File: src/rtl/fwfl_regs.svh
// fwfl_regs.svh: register offsets, field positions and reset values of the fast fault latches
// assumes: included by bare name from the design files
`ifndef FWFL_REGS_SVH
`define FWFL_REGS_SVH
`define FWFL_OFS_UV_STATUS 8'h12
`define FWFL_OFS_OV_STATUS 8'h16
`define FWFL_OFS_SUMMARY 8'h11
`define FWFL_SUM_OV_BIT 2
`define FWFL_SUM_UV_BIT 0
`define FWFL_OV_FIXED_ZERO_MASK 8'hF0
`define FWFL_UV_FIXED_ZERO_MASK 8'hF0
`define FWFL_NCH 8
`endif

File: src/rtl/fwfl_pkg.sv
// fwfl_pkg.sv: types shared by the fast fault latches
// assumes: nothing beyond the header
package fwfl_pkg;
	typedef logic [7:0] fwfl_byte_t;
	typedef enum logic {FWFL_UNDER, FWFL_OVER} fwfl_kind_e;
endpackage

File: src/rtl/fwfl_if.sv
// fwfl_if.sv: channel bank connection between the latch top and one latch bank
// assumes: one clock domain
interface fwfl_bank_if;
	logic [7:0] fault;
	logic [7:0] clr;
	logic [7:0] enable;
	logic [7:0] flags;
	modport bank (input fault, input clr, input enable, output flags);
	modport top (output fault, output clr, output enable, input flags);
endinterface

File: src/rtl/fwfl_top.sv
// fwfl_top.sv: fast window fault latches, overvoltage and undervoltage status with summary
// assumes: comparator levels from another domain, register access as a byte port from the
// serial interface logic on clk_i; enables come from registers held elsewhere
// Overview of operation
// - undervoltage bits 1 and 0 latch a fault for channels 2 and 1 when below threshold.
// - overvoltage bit n latches a fault for channel n+1 when above threshold.
// - a set flag stays set after the voltage recovers.
// - a write of one clears an undervoltage flag only while the channel is above threshold.
// - a write of one clears an overvoltage flag only while the channel is below threshold.
// - a disabled undervoltage channel reads as zero.
// - a disabled overvoltage channel reads as zero.
// - overvoltage status is at 16h, upper four zero after reset, lower four from start-up.
// - undervoltage status is at 12h, bits 7 to 2 for channels 8 to 3, same behaviour.
// - summary bit 2 is the OR of overvoltage flags and bit 0 the OR of undervoltage flags.
`include "fwfl_regs.svh"
module fwfl_top
	import fwfl_pkg::*;
(
	// clock and reset
	input wire logic clk_i,
	input wire logic rst_n_i,
	// comparator levels, bit n is channel n+1
	input wire logic [7:0] undervoltage_fast_flag_i,
	input wire logic [7:0] overvoltage_fast_flag_i,
	// enables from the enable registers
	input wire logic [7:0] undervoltage_irq_enable_i,
	input wire logic [7:0] overvoltage_irq_enable_i,
	// register port
	input wire logic reg_wr_i,
	input wire logic [7:0] reg_addr_i,
	input wire logic [7:0] reg_wdata_i,
	output logic [7:0] reg_rdata_o,
	// status out
	output logic [7:0] summary_o
);
	logic [7:0] uv_s1_r;
	logic [7:0] uv_s2_r;
	logic [7:0] ov_s1_r;
	logic [7:0] ov_s2_r;
	logic [7:0] uv_raw;
	logic [7:0] ov_raw;
	logic [7:0] rdata_nxt;
	logic [7:0] rdata_r;
	wire uv_sel = (reg_addr_i == `FWFL_OFS_UV_STATUS);
	wire ov_sel = (reg_addr_i == `FWFL_OFS_OV_STATUS);
	wire sum_sel = (reg_addr_i == `FWFL_OFS_SUMMARY);
	fwfl_bank_if uv_if();
	fwfl_bank_if ov_if();
	// two stages: comparators are asynchronous to clk_i
	always_ff @(posedge clk_i or negedge rst_n_i) begin
		if (!rst_n_i) begin
			uv_s1_r <= 8'h00;
			uv_s2_r <= 8'h00;
			ov_s1_r <= 8'h00;
			ov_s2_r <= 8'h00;
		end else begin
			uv_s1_r <= undervoltage_fast_flag_i;
			uv_s2_r <= uv_s1_r;
			ov_s1_r <= overvoltage_fast_flag_i;
			ov_s2_r <= ov_s1_r;
		end
	end
	assign uv_if.fault = uv_s2_r;
	assign ov_if.fault = ov_s2_r;
	// zero bits give no clear strobe
	assign uv_if.clr = (reg_wr_i && uv_sel) ? reg_wdata_i : 8'h00;
	assign ov_if.clr = (reg_wr_i && ov_sel) ? reg_wdata_i : 8'h00;
	assign uv_if.enable = undervoltage_irq_enable_i;
	assign ov_if.enable = overvoltage_irq_enable_i;
	fwfl_bank #(.START_MASK(~`FWFL_UV_FIXED_ZERO_MASK)) u_uv (
		.clk_i(clk_i),
		.rst_n_i(rst_n_i),
		.bus(uv_if.bank),
		.raw_o(uv_raw)
	);
	fwfl_bank #(.START_MASK(~`FWFL_OV_FIXED_ZERO_MASK)) u_ov (
		.clk_i(clk_i),
		.rst_n_i(rst_n_i),
		.bus(ov_if.bank),
		.raw_o(ov_raw)
	);
	// summary uses masked flags, matching what software reads
	wire [7:0] sum_nxt = {5'h00, |ov_if.flags, 1'b0, |uv_if.flags};
	assign rdata_nxt = uv_sel ? uv_if.flags :
		ov_sel ? ov_if.flags :
		sum_sel ? sum_nxt : 8'h00;
	always_ff @(posedge clk_i or negedge rst_n_i) begin
		if (!rst_n_i) begin
			rdata_r <= 8'h00;
			summary_o <= 8'h00;
		end else begin
			rdata_r <= rdata_nxt;
			summary_o <= sum_nxt;
		end
	end
	assign reg_rdata_o = rdata_r;

	property p_uv_hold;
		@(posedge clk_i) disable iff (!rst_n_i)
		(uv_raw[0] && uv_s2_r[0]) |=> uv_raw[0];
	endproperty
	a_uv_hold: assert property (p_uv_hold) else $error("uv flag cleared while fault present");
	property p_ov_hold;
		@(posedge clk_i) disable iff (!rst_n_i)
		(ov_raw[7] && ov_s2_r[7]) |=> ov_raw[7];
	endproperty
	a_ov_hold: assert property (p_ov_hold) else $error("ov flag cleared while fault present");
	property p_uv_set;
		@(posedge clk_i) disable iff (!rst_n_i)
		uv_s2_r[1] |=> uv_raw[1];
	endproperty
	a_uv_set: assert property (p_uv_set) else $error("uv fault not latched");
	property p_ov_set;
		@(posedge clk_i) disable iff (!rst_n_i)
		ov_s2_r[6] |=> ov_raw[6];
	endproperty
	a_ov_set: assert property (p_ov_set) else $error("ov fault not latched");
	property p_sticky;
		@(posedge clk_i) disable iff (!rst_n_i)
		(ov_raw[2] && !(reg_wr_i && ov_sel && reg_wdata_i[2])) |=> ov_raw[2];
	endproperty
	a_sticky: assert property (p_sticky) else $error("flag dropped on recovery");
	property p_w0;
		@(posedge clk_i) disable iff (!rst_n_i)
		(uv_raw[5] && reg_wr_i && uv_sel && !reg_wdata_i[5]) |=> uv_raw[5];
	endproperty
	a_w0: assert property (p_w0) else $error("write of zero cleared a flag");
	property p_clr;
		@(posedge clk_i) disable iff (!rst_n_i)
		(ov_raw[3] && !ov_s2_r[3] && reg_wr_i && ov_sel && reg_wdata_i[3]) |=> !ov_raw[3];
	endproperty
	a_clr: assert property (p_clr) else $error("write of one did not clear");
	property p_uv_mask;
		@(posedge clk_i) disable iff (!rst_n_i)
		(reg_addr_i == 8'h12 && !undervoltage_irq_enable_i[4]) |=> !reg_rdata_o[4];
	endproperty
	a_uv_mask: assert property (p_uv_mask) else $error("disabled uv channel reads one");
	property p_ov_mask;
		@(posedge clk_i) disable iff (!rst_n_i)
		(reg_addr_i == 8'h16 && !overvoltage_irq_enable_i[1]) |=> !reg_rdata_o[1];
	endproperty
	a_ov_mask: assert property (p_ov_mask) else $error("disabled ov channel reads one");
	property p_sum;
		@(posedge clk_i) disable iff (!rst_n_i)
		1'b1 |=> (summary_o[2] == $past(|ov_if.flags)) && (summary_o[0] == $past(|uv_if.flags));
	endproperty
	a_sum: assert property (p_sum) else $error("summary mismatch");

	// latching on further channels: edge bits, plus uv bits 1 and 6
	property p_uv_hold1;
		@(posedge clk_i) disable iff (!rst_n_i)
		(uv_raw[1] && uv_s2_r[1]) |=> uv_raw[1];
	endproperty
	a_uv_hold1: assert property (p_uv_hold1) else $error("uv flag 1 cleared under fault");
	property p_ov_hold0;
		@(posedge clk_i) disable iff (!rst_n_i)
		(ov_raw[0] && ov_s2_r[0]) |=> ov_raw[0];
	endproperty
	a_ov_hold0: assert property (p_ov_hold0) else $error("ov flag 0 cleared under fault");
	property p_uv_set0;
		@(posedge clk_i) disable iff (!rst_n_i)
		uv_s2_r[0] |=> uv_raw[0];
	endproperty
	a_uv_set0: assert property (p_uv_set0) else $error("uv fault 0 not latched");
	property p_ov_set0;
		@(posedge clk_i) disable iff (!rst_n_i)
		ov_s2_r[0] |=> ov_raw[0];
	endproperty
	a_ov_set0: assert property (p_ov_set0) else $error("ov fault 0 not latched");
	property p_uv_set_hi;
		@(posedge clk_i) disable iff (!rst_n_i)
		uv_s2_r[7] |=> uv_raw[7];
	endproperty
	a_uv_set_hi: assert property (p_uv_set_hi) else $error("uv fault 7 not latched");
	property p_uv_sticky;
		@(posedge clk_i) disable iff (!rst_n_i)
		(uv_raw[6] && !(reg_wr_i && uv_sel && reg_wdata_i[6])) |=> uv_raw[6];
	endproperty
	a_uv_sticky: assert property (p_uv_sticky) else $error("uv flag dropped on recovery");

	// clearing: ones clear a gone fault, zeros never clear
	property p_uv_clr;
		@(posedge clk_i) disable iff (!rst_n_i)
		(uv_raw[2] && !uv_s2_r[2] && reg_wr_i && uv_sel && reg_wdata_i[2]) |=> !uv_raw[2];
	endproperty
	a_uv_clr: assert property (p_uv_clr) else $error("uv write of one did not clear");
	property p_ov_clr0;
		@(posedge clk_i) disable iff (!rst_n_i)
		(ov_raw[0] && !ov_s2_r[0] && reg_wr_i && ov_sel && reg_wdata_i[0]) |=> !ov_raw[0];
	endproperty
	a_ov_clr0: assert property (p_ov_clr0) else $error("ov write of one did not clear");
	property p_ov_w0;
		@(posedge clk_i) disable iff (!rst_n_i)
		(ov_raw[4] && reg_wr_i && ov_sel && !reg_wdata_i[4]) |=> ov_raw[4];
	endproperty
	a_ov_w0: assert property (p_ov_w0) else $error("ov write of zero cleared a flag");

	// read path: enables hide latched flags, summary fixed bits stay low
	property p_uv_read;
		@(posedge clk_i) disable iff (!rst_n_i)
		uv_sel |=> (reg_rdata_o == $past(uv_raw & undervoltage_irq_enable_i));
	endproperty
	a_uv_read: assert property (p_uv_read) else $error("uv status read mismatch");
	property p_ov_read;
		@(posedge clk_i) disable iff (!rst_n_i)
		ov_sel |=> (reg_rdata_o == $past(ov_raw & overvoltage_irq_enable_i));
	endproperty
	a_ov_read: assert property (p_ov_read) else $error("ov status read mismatch");
	property p_uv_mask0;
		@(posedge clk_i) disable iff (!rst_n_i)
		(uv_sel && !undervoltage_irq_enable_i[0]) |=> !reg_rdata_o[0];
	endproperty
	a_uv_mask0: assert property (p_uv_mask0) else $error("disabled uv channel 1 reads one");
	property p_ov_mask7;
		@(posedge clk_i) disable iff (!rst_n_i)
		(ov_sel && !overvoltage_irq_enable_i[7]) |=> !reg_rdata_o[7];
	endproperty
	a_ov_mask7: assert property (p_ov_mask7) else $error("disabled ov channel 8 reads one");
	property p_sum_read;
		@(posedge clk_i) disable iff (!rst_n_i)
		sum_sel |=> (reg_rdata_o == {5'h00, $past(|ov_if.flags), 1'b0, $past(|uv_if.flags)});
	endproperty
	a_sum_read: assert property (p_sum_read) else $error("summary read mismatch");
	property p_sum_fixed;
		@(posedge clk_i) disable iff (!rst_n_i)
		(summary_o[7:3] == 5'h00) && !summary_o[1];
	endproperty
	a_sum_fixed: assert property (p_sum_fixed) else $error("summary fixed bit set");
endmodule

File: src/rtl/fwfl_bank.sv
// fwfl_bank.sv: one bank of eight sticky write-one-to-clear fault flags
// assumes: fault inputs already synchronised to clk_i
module fwfl_bank
	import fwfl_pkg::*;
#(
	parameter logic [7:0] START_MASK = 8'h0F
) (
	input wire logic clk_i,
	input wire logic rst_n_i,
	fwfl_bank_if.bank bus,
	output logic [7:0] raw_o
);
	logic [7:0] flag_r;
	logic [7:0] flag_nxt;
	logic start_r;
	// clear only where condition gone; set wins over clear
	assign flag_nxt = (flag_r & ~(bus.clr & ~bus.fault)) | bus.fault;
	assign bus.flags = flag_r & bus.enable;
	assign raw_o = flag_r;
	always_ff @(posedge clk_i or negedge rst_n_i) begin
		if (!rst_n_i) begin
			flag_r <= 8'h00;
			start_r <= 1'b1;
		end else if (start_r) begin
			// low flags capture start-up conditions after release
			flag_r <= bus.fault & START_MASK;
			start_r <= 1'b0;
		end else begin
			flag_r <= flag_nxt;
		end
	end

	property p_start_hi;
		@(posedge clk_i) disable iff (!rst_n_i)
		start_r |=> ((flag_r & ~START_MASK) == 8'h00);
	endproperty
	a_start_hi: assert property (p_start_hi) else $error("upper flag set at start-up");
endmodule

File: config.mk
export PLATFORM = sky130hd
export DESIGN_NAME = fwfl_top
export DESIGN_NICKNAME = d
export VERILOG_FILES = /design/src/rtl/fwfl_pkg.sv /design/src/rtl/fwfl_if.sv /design/src/rtl/fwfl_top.sv /design/src/rtl/fwfl_bank.sv
export VERILOG_INCLUDE_DIRS = /design/src /design/src/rtl
export SDC_FILE = /design/constraint.sdc
export NUM_CORES = 1
export LEC_CHECK = 0
export BUFFER_PORTS_ARGS = -buffer_cell sky130_fd_sc_hd__clkbuf_2
export CORE_UTILIZATION = 45
export DETAILED_ROUTE_END_ITERATION = 6
export MAX_ROUTING_LAYER = met4
export PLACE_DENSITY = 0.75
export SETUP_SLACK_MARGIN = 0.4
export SYNTH_ARGS = -nofsm -noshare
export SYNTH_HDL_FRONTEND = slang
export SYNTH_SLANG_ARGS = --single-unit
File: constraint.sdc
create_clock -name clk_i -period 1.4 [get_ports clk_i]
set_input_delay 0.14 -clock clk_i [delete_from_list [all_inputs] [get_ports clk_i]]
set_output_delay 0.14 -clock clk_i [all_outputs]
set_load 0.02 [all_outputs]
# After elaboration in Yosys (flattened, before gate mapping)
# Cells that the tools add are included.
[classes]
add_sub_neg = 0
mul = 0
n_div = 0
magnitude_cmp = 0
n_eq_ne = 3
n_shift = 0
mux = 7
n_bitwise = 12
n_reduce_logical = 4
[op_table]
columns = ["cell", "count"]
rows = [
  ["bitwise AND 8 bit", 6],
  ["2-to-1 mux 8 bit", 6],
  ["NOT 8 bit", 4],
  ["equality test 8 x 5 -> 1 bit, second input constant", 3],
  ["OR 8 bit", 2],
  ["OR reduction 8 bit", 2],
  ["2-to-1 mux 3 bit", 1],
  ["logical AND 1 bit", 2],
]
[word_totals]
regBits = 59
latchBits = 0
ram_bits = 0
mem_bits_ro = 0
inputBits = 51
out_inout_bits = 16
wordCells = 35
mem_count = 0

# Logic depth before layout (Yosys ltp)
[depth]
word_depth = 8
ltp_mapped = 5
depth_no_buf = 4

# Hierarchy
# Synthesis repeated with hierarchy kept, for this count alone.
[hier_totals]
hier_cells = 189
hier_area_um2 = 2299.7
[by_module_without_submodules]
columns = ["module", "n_inst", "cells_each", "area_per_inst_um2", "seq_area_each_um2"]
rows = [
  ["fwfl_top", 1, 111, 1491.4, 1051.0],
  ["fwfl_bank", 2, 39, 404.1, 226.5],
]

# Least setup slack after synthesis
# OpenSTA, ideal clock, no wires.
[synth_path]
kind = "register to register"
startpoint = "register u_ov.start_r"
endpoint = "register u_ov.flag_r[3], in the netlist u_ov.raw_o[3]"
t_arrival_ns = 1.104
required_ns = 1.280
slack_ns = 0.176
path_stages_with_launch = 4
path_cell_list = "dfstp_2 > buf_1 > inv_1 > a31o_1"
[synth_via]
elab_chain_len = 1
[synth_rtl]
columns = ["element", "line_no", "rtl"]
rows = [
  ["start, declared", "fwfl_bank.sv:15", "logic start_r;"],
  ["start signal, assigned", "fwfl_bank.sv:23", "start_r <= 1'b1;"],
  ["start signal, assigned", "fwfl_bank.sv:27", "start_r <= 1'b0;"],
  ["2-to-1 mux 8 bit", "fwfl_bank.sv:24", "end else if (start_r) begin"],
  ["end signal, assigned", "fwfl_bank.sv:26", "flag_r <= bus.fault & START_MASK;"],
  ["end signal, assigned", "fwfl_bank.sv:29", "flag_r <= flag_nxt;"],
  ["end, declared", "fwfl_bank.sv:13", "logic [7:0] flag_r;"],
]
# Every way passes these cells.

# Final worst setup path
[layout_path]
startpoint = "register u_ov.flag_r[2], in the netlist u_ov.raw_o[2]"
endpoint = "register rdata_r[2], in the netlist reg_rdata_o[2]"
[layout_via]
elab_chain_len = 5
[layout_rtl]
columns = ["element", "line_no", "rtl"]
rows = [
  ["bitwise AND 8 bit (*)", "fwfl_bank.sv:18", "assign bus.flags = flag_r & bus.enable;"],
  ["OR reduction 8 bit", "fwfl_top.sv:83", "wire [7:0] sum_nxt = {5'h00, |ov_if.flags, 1'b0, |uv_if.flags};"],
  ["2-to-1 mux 3 bit", "fwfl_top.sv:86", "sum_sel ? sum_nxt : 8'h00;"],
  ["2-to-1 mux 8 bit (*)", "fwfl_top.sv:85", "ov_sel ? ov_if.flags :"],
  ["2-to-1 mux 8 bit (*)", "fwfl_top.sv:84", "assign rdata_nxt = uv_sel ? uv_if.flags :"],
  ["via rdata_nxt[2]", "fwfl_top.sv:42", "logic [7:0] rdata_nxt;"],
  ["end signal, assigned", "fwfl_top.sv:92", "rdata_r <= rdata_nxt;"],
  ["end, declared", "fwfl_top.sv:43", "logic [7:0] rdata_r;"],
]
# Mark *: on every way through the listed nets, which the timed path passes. The rest lies on a longest branch.

==> results_dict.tcl <==
set metrics [dict create \
    status "completed" \
    critical_path_class "register to register" \
    cts_buffers 9 \
    synth_area_um2 2030 \
    setup_tns_ns 0 \
    clock_skew_ns 0.00514 \
    yosysSeqAreaShare_pct 72.9 \
    cpMaxStageDelayCell "dfrtp_1" \
    place_hpwl_mm 2.72 \
    clock_path_buffers 2 \
    synthArstFlopShare_pct 100 \
    yosysWarnings 0 \
    clock_latency_ns 0.32 \
    synthTopCellsByCount "dfrtp_1, nand2_1, nand3_1, o21ai_0, inv_1" \
    die_width_um 69.1 \
    startpoint_type "register" \
    wire_per_inst_um 13.2 \
    final_cell_area_um2 2950 \
    synth_most_common_cell "dfrtp_1" \
    nFillCells 316 \
    ant_nets 0 \
    grt_pass1_vias 1534 \
    gr-usage-all-layers_pct 19.5 \
    dp.cells 267 \
    cellPowerDensity_nw_per_um2 1320 \
    critPathMaxFanout 2 \
    hold_viol 0 \
    leakagePower_nw 1.41 \
    synth_cell_types 23 \
    syn_avg_cell_area_um2 12.9 \
    path_buf_inv 0 \
    setup_violations 0 \
    maxCapViolCount 0 \
    drc 0 \
    clkTransAtPathRegs_ns 0.06 \
    critPathTopFamily "compound AO/OA/AOI/OAI gates" \
    reg2reg_from "u_ov.raw_o[2]" \
    antenna_found_initial 0 \
    layout-drive-gt1-share_pct 41.1 \
    gp_congestion 0.789 \
    drt-initial-drc-count 93 \
    rows 24 \
    cp-startpoint "u_ov.raw_o[2]" \
    min_period_ns 1.09 \
    cts_tree "built" \
    hold_ws_ns 0.0842 \
    drv_slew 0 \
    yosys_register_bits 59 \
    hold_path_class "input pin to register" \
    rsz0062_at_grt "yes" \
    start_util_pct 46.5 \
    grt_overflow 0 \
    syn2layout_area_growth_pct 45.8 \
    dr_total_vias 1498 \
    cpPeakStageDelay_ns 0.41 \
    worst_slack_ns 0.308 \
    core_area_um2 4350 \
    timing.fmax_mhz 916 \
    met3_usage_pct 6.58 \
    synth_edf_count 0 \
    peakVddDrop_uv 780 \
    yosys.area.top_type "dfrtp_1" \
    dp_slack_ns 0.0330 \
    ys.flop_type "dfrtp_1" \
    end_kind "register" \
    grtUsageMet2_pct 30.3 \
    post_dp_cell_area_um2 2400 \
    grt_max_degree 60 \
    final_nets 299 \
    die_h_um 69.1 \
    clock_sinks 59 \
    synthCells 157 \
    post-route-period-util_pct 78.0 \
    worstPathCellList "a22oi_2 -> nand3_2 -> o21ai_2 -> a22oi_1" \
    busiest_layer "met2" \
    wl_mm 4.02 \
    register_area_um2 1480 \
    die_area_um2 4770 \
    synth_top_cell_area_share_pct 71.6 \
    use_met1_pct 22.0 \
    h-tree-depth 3 \
    port_buffers 60 \
    critPathRequiredTime_ns 1.60 \
    min-delay-start "undervoltage_irq_enable_i[4]" \
    multi_input_area_um2 548 \
    grt_pass1_wl_mm 6.82 \
    final_cells 305 \
    antenna_cells 0 \
    cts_root_buf "clkbuf_8" \
    critPathArrivalTime_ns 1.29 \
    vias_per_cell 4.91 \
    ios 67 \
    synthTopCellsByArea "dfrtp_1, nand2_1, a31o_1, buf_4, nand3_1" \
    dr.pass1.iters 6 \
]
## worst paths after layout
| path | depth (start not counted) | to | slack (ns) |
|---|---|---|---|
| worst max-delay path | 4 | reg_rdata_o[2] | 0.31 |
| min in group asynchronous | 3 | reg_rdata_o[4] | 0.36 |
| worst min register to register | 0 | uv_if.fault[5] | 0.34 |
| worst max register to register | 4 | reg_rdata_o[2] | 0.31 |
| worst min-delay path | 3 | reg_rdata_o[4] | 0.08 |
| max in group asynchronous | 3 | u_ov.start_r | 0.74 |
## timing repair
action,in CTS,in global routing
resized for setup,6,40
gates cloned,0,0
pin swaps,8,7
endpoints found under the hold margin,74,0
buffers inserted,4,1
endpoints found under the setup margin,12,27
hold buffers,17,0
## sequential cells by signal, summed over array words and instances, names as in the netlist
register and count:
ov_if.fault 8, ov_s1_r 8, reg_rdata_o 8, u_ov.raw_o 8, u_uv.raw_o 8, uv_if.fault 8
uv_s1_r 8, summary_o 2, u_ov.start_r 1
## metrics by stage
| step | util, % | power (W) |
|---|---|---|
| after floorplan | - | 0.00196 |
| after global placement | 55.1 | 0.00208 |
| after detailed placement | 55.1 | 0.00209 |
| after CTS | 65.4 | 0.00392 |
| after global routing | 67.8 | 0.00406 |
| final | 67.8 | 0.00389 |
## per-layer routing
layer | part of all wire [%] | wire (um)
met5 | 0 | 0
met4 | 1.8 | 72
met3 | 5.8 | 234
met2 | 53 | 2130
met1 | 39 | 1580
## kinds of logic (layout without fill, tap and decap cells)
family	count (synthesis)	count (layout)	share of synthesized area, %
flip-flops	59	59	72.9
buffers and inverters	19	109	4.94
other	1	7	0.185
AND/OR/NAND/NOR	41	41	10.4
AO/OA/AOI/OAI	37	37	11.5
## cells in the final DEF, fill, tap and decap left out, drive strengths merged, types with 3 or more instances in the layout
master	Yosys	routed
clkbuf	0	64
conb	1	7
inv	9	9
a31o	8	8
o22ai	6	6
nand3	10	10
buf	10	16
a22oi	3	3
nand2	19	19
nand4	3	3
dfrtp	58	58
dlygate4sd3	0	17
a21oi	8	8
o21ai	10	10
## worst reg2reg max path, delay by kind of cell, from the launching register on
family           cells  cell delay [ns]
AO/OA/AOI/OAI        3             0.45
AND/OR/NAND/NOR      1             0.11
flip-flops           1             0.41
## area by class of cell
| cell class | count | area share [%] |
|---|---|---|
| tap | 52 | 2.20 |
| clock buffer | 13 | 5.72 |
| timing repair buffer | 84 | 20.0 |
| multi-input combinational | 85 | 18.6 |
| inverter | 9 | 1.14 |
| sequential | 59 | 50.0 |
| clock inverter | 3 | 2.33 |
## power by group
part | switching (W) | internal (W)
clock network | 0.000610 | 0.00115
registers | 0.0000368 | 0.00179
logic | 0.000156 | 0.000149
total | 0.000803 | 0.00309
Power figures use the tool's default switching activity.
